--- config.mk ---
export PLATFORM = sky130hd
export DESIGN_NAME = bfs_supervisor
export DESIGN_NICKNAME = d
export VERILOG_FILES = /design/src/logic/bfs_supervisor.v /design/src/logic/bfs_sync2.v
export VERILOG_INCLUDE_DIRS = /design/src /design/src/pkg
export SDC_FILE = /design/constraint.sdc
export NUM_CORES = 1
export LEC_CHECK = 0
export ABC_AREA = 1
export BUFFER_PORTS_ARGS = -buffer_cell sky130_fd_sc_hd__buf_4
export CAP_MARGIN = 20
export CORE_UTILIZATION = 40
export DETAILED_ROUTE_END_ITERATION = 8
export PLACE_DENSITY_LB_ADDON = 0.1
export SLEW_MARGIN = 5
export SYNTH_ARGS = -nofsm -noshare
export SYNTH_HDL_FRONTEND = slang
export SYNTH_SLANG_ARGS = --single-unit
--- constraint.sdc ---
create_clock -name clk_sys_in -period 2.8 [get_ports clk_sys_in]
set_input_delay 0.56 -clock clk_sys_in [delete_from_list [all_inputs] [get_ports clk_sys_in]]
set_output_delay 0.56 -clock clk_sys_in [all_outputs]
set_load 0.01 [all_outputs]
--- src/pkg/bfs_map.vh ---
// Timing counts and fixed figures for the backlight fault supervisor
`ifndef BFS_MAP_VH
`define BFS_MAP_VH
// Enable/dim low time that shuts down and clears latches, in clock cycles
`define BFS_EN_OFF_CYCLES 32750
`define BFS_EN_CNT_W 15
// Soft-start ramp length in clock cycles
`define BFS_SOFTSTART_CYCLES 1024
`define BFS_SS_CNT_W 11
`define BFS_NUM_CH 2
// Supervisor states
`define BFS_ST_OFF 2'h0
`define BFS_ST_WAIT 2'h1
`define BFS_ST_SOFT 2'h2
`define BFS_ST_RUN 2'h3
`endif

--- src/logic/bfs_supervisor.v ---
// Fault supervisor for a two-string boost LED backlight driver
// Functional notes
// - Switch current limit blanks boost for as long as it is asserted; sinks on, no flag.
// - Secondary overvoltage latches boost and sinks off and raises the flag.
// - Latch clears only after enable/dim held low for the full count, or on input undervoltage.
// - At startup, soft-start waits while any channel reads shorted.
// - Open channel: boost runs to overvoltage, unregulated strings are dropped.
// - Current-set overcurrent stops boost and sinks until cleared; no flag.
// - Freq/sync overcurrent stops all and flags; restart through soft-start.
// - Output overvoltage suspends switching while tripped; sinks on, no flag.
// - Channel over short threshold drops only that string.
// - Overtemperature stops all, auto-restarts after clearing; no flag.
// - Input undervoltage stops all and clears every latched fault.
// - Long enable/dim low enters shutdown and clears all fault state.
// - Each rising dim edge re-tests channels dropped for a short.
// - Fault flag is active-low open drain, released with no flagged fault.
`timescale 1ns/100ps
`default_nettype none
`include "bfs_map.vh"
module bfs_supervisor (
   // Clock and reset
   input wire clk_sys_in,
   input wire sys_rst_in,
   // Control pin
   input wire en_dim_in,
   // Comparator and detector levels
   input wire switch_current_limit_in,
   input wire secondary_overvoltage_in,
   input wire output_overvoltage_in,
   input wire current_set_overcurrent_in,
   input wire freq_sync_overcurrent_in,
   input wire overtemp_in,
   input wire input_undervoltage_in,
   input wire [`BFS_NUM_CH-1:0] channel_short_in,
   input wire [`BFS_NUM_CH-1:0] channel_in_regulation_in,
   // Power stage controls
   output reg boost_enable_out,
   output reg softstart_active_out,
   output reg raise_output_out,
   output reg [`BFS_NUM_CH-1:0] sink_enable_out,
   // Fault flag pin, open drain, low means fault
   output reg fault_flag_out_o,
   output reg fault_flag_out_oe
);
   localparam N = `BFS_NUM_CH;
   localparam SW = 8 + 2 * N;
   wire [SW-1:0] sync_w;
   wire en_s;
   wire ilim_s;
   wire ovp2_s;
   wire ovp_s;
   wire current_set_pin_s;
   wire fsync_s;
   wire otp_s;
   wire uvlo_s;
   wire [N-1:0] short_s;
   wire [N-1:0] reg_s;
   bfs_sync2 #(.W(SW)) u_sync (
      .clk_sys_in(clk_sys_in),
      .sys_rst_in(sys_rst_in),
      .async_in({en_dim_in, switch_current_limit_in, secondary_overvoltage_in,
                 output_overvoltage_in, current_set_overcurrent_in,
                 freq_sync_overcurrent_in, overtemp_in, input_undervoltage_in,
                 channel_short_in, channel_in_regulation_in}),
      .sync_out(sync_w)
   );
   assign {en_s, ilim_s, ovp2_s, ovp_s, current_set_pin_s, fsync_s, otp_s, uvlo_s, short_s, reg_s} = sync_w;

   reg [1:0] state_r;
   reg [1:0] state_nxt;
   reg ovp2_latch_r;
   reg en_prev_r;
   reg [`BFS_EN_CNT_W-1:0] en_low_cnt_r;
   reg shutdown_r;
   reg [`BFS_SS_CNT_W-1:0] ss_cnt_r;
   reg open_search_r;
   reg [N-1:0] ch_open_r;
   reg [N-1:0] ch_short_r;

   wire en_rise = en_s & ~en_prev_r;
   wire en_low_full = (en_low_cnt_r == `BFS_EN_OFF_CYCLES);
   // Faults that force everything off
   wire hard_off = ovp2_latch_r | ovp2_s | current_set_pin_s | fsync_s | otp_s | uvlo_s | shutdown_r;
   wire restart_off = fsync_s | otp_s | uvlo_s | ovp2_latch_r | ovp2_s | shutdown_r;
   wire any_unreg = |(~reg_s & ~ch_short_r & ~ch_open_r);

   // Enable/dim low-time counter and shutdown
   always @(posedge clk_sys_in) begin
      if (sys_rst_in) begin
         en_prev_r <= 1'b0;
         en_low_cnt_r <= {`BFS_EN_CNT_W{1'b0}};
         shutdown_r <= 1'b1;
      end else begin
         en_prev_r <= en_s;
         if (en_s) begin
            en_low_cnt_r <= {`BFS_EN_CNT_W{1'b0}};
            shutdown_r <= 1'b0;
         end else if (!en_low_full) begin
            en_low_cnt_r <= en_low_cnt_r + 1'b1;
         end else begin
            shutdown_r <= 1'b1;
         end
      end
   end

   // Secondary overvoltage latch: set wins over clear
   always @(posedge clk_sys_in) begin
      if (sys_rst_in) begin
         ovp2_latch_r <= 1'b0;
      end else if (ovp2_s) begin
         ovp2_latch_r <= 1'b1;
      end else if (uvlo_s || en_low_full) begin
         ovp2_latch_r <= 1'b0;
      end
   end

   // Startup sequencing
   always @* begin
      state_nxt = state_r;
      case (state_r)
         `BFS_ST_OFF: begin
            if (!restart_off && !current_set_pin_s)
               state_nxt = `BFS_ST_WAIT;
         end
         `BFS_ST_WAIT: begin
            if (restart_off)
               state_nxt = `BFS_ST_OFF;
            else if (~|short_s)
               state_nxt = `BFS_ST_SOFT;
         end
         `BFS_ST_SOFT: begin
            if (restart_off)
               state_nxt = `BFS_ST_OFF;
            else if (ss_cnt_r == `BFS_SOFTSTART_CYCLES)
               state_nxt = `BFS_ST_RUN;
         end
         `BFS_ST_RUN: begin
            if (restart_off)
               state_nxt = `BFS_ST_OFF;
         end
         default: state_nxt = `BFS_ST_OFF;
      endcase
   end

   always @(posedge clk_sys_in) begin
      if (sys_rst_in) begin
         state_r <= `BFS_ST_OFF;
         ss_cnt_r <= {`BFS_SS_CNT_W{1'b0}};
         open_search_r <= 1'b0;
      end else begin
         state_r <= state_nxt;
         if (state_r == `BFS_ST_SOFT && state_nxt == `BFS_ST_SOFT)
            ss_cnt_r <= ss_cnt_r + 1'b1;
         else
            ss_cnt_r <= {`BFS_SS_CNT_W{1'b0}};
         // Open channel search: raise output until overvoltage trips
         if (state_r != `BFS_ST_RUN)
            open_search_r <= 1'b0;
         else if (ovp_s)
            open_search_r <= 1'b0;
         else if (any_unreg)
            open_search_r <= 1'b1;
      end
   end

   // Per-channel open and short removal
   genvar g;
   generate
      for (g = 0; g < N; g = g + 1) begin : g_ch
         always @(posedge clk_sys_in) begin
            if (sys_rst_in) begin
               ch_open_r[g] <= 1'b0;
               ch_short_r[g] <= 1'b0;
            end else if (uvlo_s || shutdown_r || state_r != `BFS_ST_RUN) begin
               ch_open_r[g] <= 1'b0;
               ch_short_r[g] <= 1'b0;
            end else begin
               if (short_s[g])
                  ch_short_r[g] <= 1'b1;
               else if (en_rise)
                  ch_short_r[g] <= 1'b0;
               if (open_search_r && ovp_s && !reg_s[g])
                  ch_open_r[g] <= 1'b1;
            end
         end
      end
   endgenerate

   // Registered outputs
   always @(posedge clk_sys_in) begin
      if (sys_rst_in) begin
         boost_enable_out <= 1'b0;
         softstart_active_out <= 1'b0;
         raise_output_out <= 1'b0;
         sink_enable_out <= {N{1'b0}};
         fault_flag_out_o <= 1'b0;
         fault_flag_out_oe <= 1'b0;
      end else begin
         if (hard_off || state_nxt == `BFS_ST_OFF || state_nxt == `BFS_ST_WAIT) begin
            boost_enable_out <= 1'b0;
            sink_enable_out <= {N{1'b0}};
         end else begin
            boost_enable_out <= ~ilim_s & ~ovp_s;
            sink_enable_out <= ~(ch_short_r | ch_open_r | (short_s & ~{N{en_rise}}));
         end
         softstart_active_out <= (state_nxt == `BFS_ST_SOFT) && !hard_off;
         raise_output_out <= open_search_r && !ovp_s && !hard_off;
         fault_flag_out_o <= 1'b0;
         // Flag follows the latch's next value so it drops in the same cycle the latch clears
         fault_flag_out_oe <= (ovp2_latch_r & ~uvlo_s & ~en_low_full) | ovp2_s | fsync_s;
      end
   end
endmodule // bfs_supervisor
`default_nettype wire

--- src/logic/bfs_sync2.v ---
// Two-flop synchroniser for a vector of asynchronous levels
`timescale 1ns/100ps
`default_nettype none
module bfs_sync2 #(
   parameter W = 1
) (
   // Clock and reset
   input wire clk_sys_in,
   input wire sys_rst_in,
   // Data
   input wire [W-1:0] async_in,
   output wire [W-1:0] sync_out
);
   reg [W-1:0] meta_r;
   reg [W-1:0] sync_r;
   always @(posedge clk_sys_in) begin
      if (sys_rst_in) begin
         meta_r <= {W{1'b0}};
         sync_r <= {W{1'b0}};
      end else begin
         meta_r <= async_in;
         sync_r <= meta_r;
      end
   end
   assign sync_out = sync_r;
endmodule // bfs_sync2
`default_nettype wire

==> flow_metrics.py <==
metrics = {
    "outcome": {
        "status": "finished, violations left",
        "violations": "DRC",
    },
    "clocking": {
        "h-tree-depth": 3,
        "clk_path_buf_depth": 2,
        "cts_buffers": 9,
        "post_cts_buffers": 0,
        "cts_tree": "yes",
        "cts_sinks": 66,
        "cts.clk_slew.worst_paths_ns": 0.07,
        "worstSkewPairLatency_ns": 0.33,
        "cts_hold_buf": 0,
        "root_buffer": "clkbuf_8",
        "cts_resized": 0,
    },
    "synth": {
        "synth_top_cell_by_area": "dfxtp_1",
        "ys_warn_count": 0,
        "synth_edf_count": 0,
        "avgSynthCellArea_um2": 7.742,
        "syn_nets": 364,
        "synth_area_leaders": "dfxtp_1 (49%), inv_1 (9.9%), nor2_1 (9.0%)",
        "ys_types": 32,
        "synthArstFlopShare_pct": 0,
        "synth_seq_area_share_pct": 49.32,
        "ys.flop_type": "dfxtp_1",
        "netlist_area_um2": 2679,
        "synth_top_area_share_pct": 49.32,
        "ys_ff_latch": 66,
        "syn-instance-count": 346,
    },
    "power": {
        "p_leak_nw": 1.353,
        "ir_worst_vdd_v": 0.0004223,
        "power.density_nw_per_um2": 587.0,
    },
    "worst_setup_path": {
        "cp_slowest_cell": "dfxtp_1",
        "ff2ff_path_depth": 8,
        "startpoint": "en_low_cnt_r[1]",
        "path_buf_inv": 2,
        "crit_end": "en_low_cnt_r[8]",
        "r2r_end": "en_low_cnt_r[8]",
        "cp_top_family": "flip-flops",
        "cp.depth": 8,
        "worstPathArrival_ns": 1.59,
        "crit_chain": "ha_1 > inv_1 > nor2_4 > nand2_2 > nor2_4 > inv_2 > o21ai_1 > a21oi_1",
        "end_kind": "flip-flop",
        "crit_top_cell": "nor2_4",
        "path_class": "reg2reg",
        "critPathRequiredTime_ns": 3.02,
        "max_stage_delay_ns": 0.37,
        "cp-start-kind": "flip-flop",
        "r2r_slack_ns": 1.44,
        "reg2reg_from": "en_low_cnt_r[1]",
        "critPathMaxFanout": 5,
    },
    "place": {
        "place_ws_ns": 1.159,
        "place.gp.congestion": 0.8031,
        "port_buffers": 19,
        "hpwl_um": 3135,
    },
    "route": {
        "drtIter0Drc": 52,
        "routed_wl_um": 4316,
        "vias_per_cell": 4.311,
        "vias": 1957,
        "wl_per_cell_um": 9.507,
        "antenna_left": 0,
        "drc": 3,
        "dr.pass1.iters": 6,
    },
    "final_layout": {
        "layout.nets": 390,
        "fill_cells": 635,
        "drive_gt1_share_pct": 16.45,
        "syn2layout_area_growth_pct": 15.13,
        "diodes": 0,
    },
    "sta": {
        "worst_slack_ns": 1.438,
        "finalSetupViolCount": 0,
        "rsz0062_at_grt": "no",
        "fmax_mhz": 734.1,
        "finalCritPeriodShare_pct": 48.65,
        "setup-tns-final_ns": 0,
        "finClkSkew_ns": 0.004943,
        "hold_violations": 0,
        "finalMaxSlewViolations": 0,
        "period_needed_ns": 1.362,
    },
    "die": {
        "die-area_um2": 7028,
        "die_y_um": 83.84,
        "rows": 29,
        "start_util_pct": 41.71,
        "io-pin-count": 21,
        "die_x_um": 83.84,
        "core_um2": 6422,
    },
    "global_route": {
        "grt_pass1_wl_um": 7686,
        "gr-usage-all-layers_pct": 14.04,
        "grt_overflow_total": 0,
        "grt_antenna_before_repair": 0,
        "grt_pass1_vias": 1794,
        "grt_max_degree": 30,
    },
    "flow_run": {
        "cap_violations": 0,
    },
    "hold_path": {
        "hold_class": "reg2reg",
    },
}
==> cells by family (layout without fill, tap and decap cells) <==
logic type,after synthesis,in the layout,synth area share (%)
AND/OR/NAND/NOR,153,153,27.09
AO/OA/AOI/OAI,33,33,7.053
XOR/XNOR,10,10,3.270
flip-flops,66,66,49.32
buffers and inverters,79,110,11.26
adder cells (fa/ha/maj),4,4,1.868
other,1,1,0.1400
==> sequential cells by signal (all words and copies together), names as in the netlist, 2 cells and up <==
name / flops
en_low_cnt_r: 15
u_sync.sync_out: 12
u_sync.meta_r: 12
sink_enable_out: 2
state_r: 2
ch_open_r: 2
ch_short_r: 2
ss_cnt_r: 11
==> worst min-delay path by stage <==
| stage | from | depth (start not counted) | slack, ns | end |
|---|---|---|---|---|
| 2_1_floorplan | u_sync.sync_out[10] | 1 | 0.37 | boost_enable_out |
| 3_3_place_gp | u_sync.sync_out[10] | 1 | 0.39 | boost_enable_out |
| 3_5_place_dp | u_sync.sync_out[10] | 1 | 0.38 | boost_enable_out |
| 4_1_cts | u_sync.sync_out[10] | 1 | 0.40 | boost_enable_out |
| 5_1_grt | u_sync.sync_out[10] | 1 | 0.41 | boost_enable_out |
| 6_report | u_sync.sync_out[10] | 1 | 0.40 | boost_enable_out |
==> cell usage in the layout, fill, tap and decap left out, types with 2 or more instances in the layout <==
cell type	instances
nand2_1	44
xor2_1	8
nand4_1	3
a31oi_1	3
inv_2	4
nand2_2	8
nor2_2	5
nand3_1	14
nor2_4	6
nor2_1	64
inv_1	71
clkbuf_8	9
nand2_4	2
nor3_1	2
ha_1	4
a21oi_2	2
o211ai_1	2
o21ai_1	2
xnor2_1	2
buf_4	19
dfxtp_1	66
clkbuf_1	3
o21ai_0	8
a21oi_1	13
nand3_2	2
==> power breakdown <==
| part | internal, mW | switching, mW |
|---|---|---|
| clock network | 0.414 | 0.349 |
| logic | 0.0325 | 0.0431 |
| registers | 0.961 | 0.0107 |
| total | 1.41 | 0.402 |
==> metrics by stage <==
stage	std cells	area (um2)	utilization, %	power, mW	hold slack (ns)
2_1_floorplan	346	2679	-	1.044	0.3749
3_3_place_gp	438	2898	45.12	1.070	0.3879
3_5_place_dp	438	2898	45.12	1.070	0.3837
4_1_cts	454	3084	48.02	1.836	0.3978
5_1_grt	454	3084	48.02	1.892	0.4118
6_report	454	3084	48.02	1.810	0.3967
==> worst register-to-register path, delay by kind of cell (launching register included) <==
kind / cells / cell delay (ns)
buf+inv: 2 / 0.13
compound gates: 2 / 0.16
flops: 1 / 0.37
simple gates: 3 / 0.37
fa+ha+maj: 1 / 0.21
==> layer usage <==
layer  vias up  track usage (%)  routed length (um)  share of wire (%)
met5         -                0                   0                  0
met4         0            9.404                 102                2.4
met3        10            3.264                 130                3.0
met2        24            21.16                1838                 43
met1       834            17.85                2245                 52
li1       1089                -                   -                  -
==> layout make-up <==
cell class | count | area [um2] | share of cell area, %
clock buffers | 12 | 135.1 | 4.381
clock inverters | 4 | 51.30 | 1.663
inverters | 75 | 281.5 | 9.128
multi-input cells | 201 | 1056 | 34.24
flip-flops and latches | 66 | 1321 | 42.84
well taps | 77 | 96.34 | 3.124
repair buffers | 19 | 142.6 | 4.625
==> synthesized netlist by cell type, types with 4 or more instances <==
master,n
nand2_1,44
a21oi_1,13
nor2_1,64
o21ai_0,8
nand2_2,8
xor2_1,8
inv_1,71
nor2_2,5
inv_2,4
nor2_4,6
nand3_1,14
dfxtp_1,66
ha_1,4
Note: power is estimated with default switching activity, not from simulation.
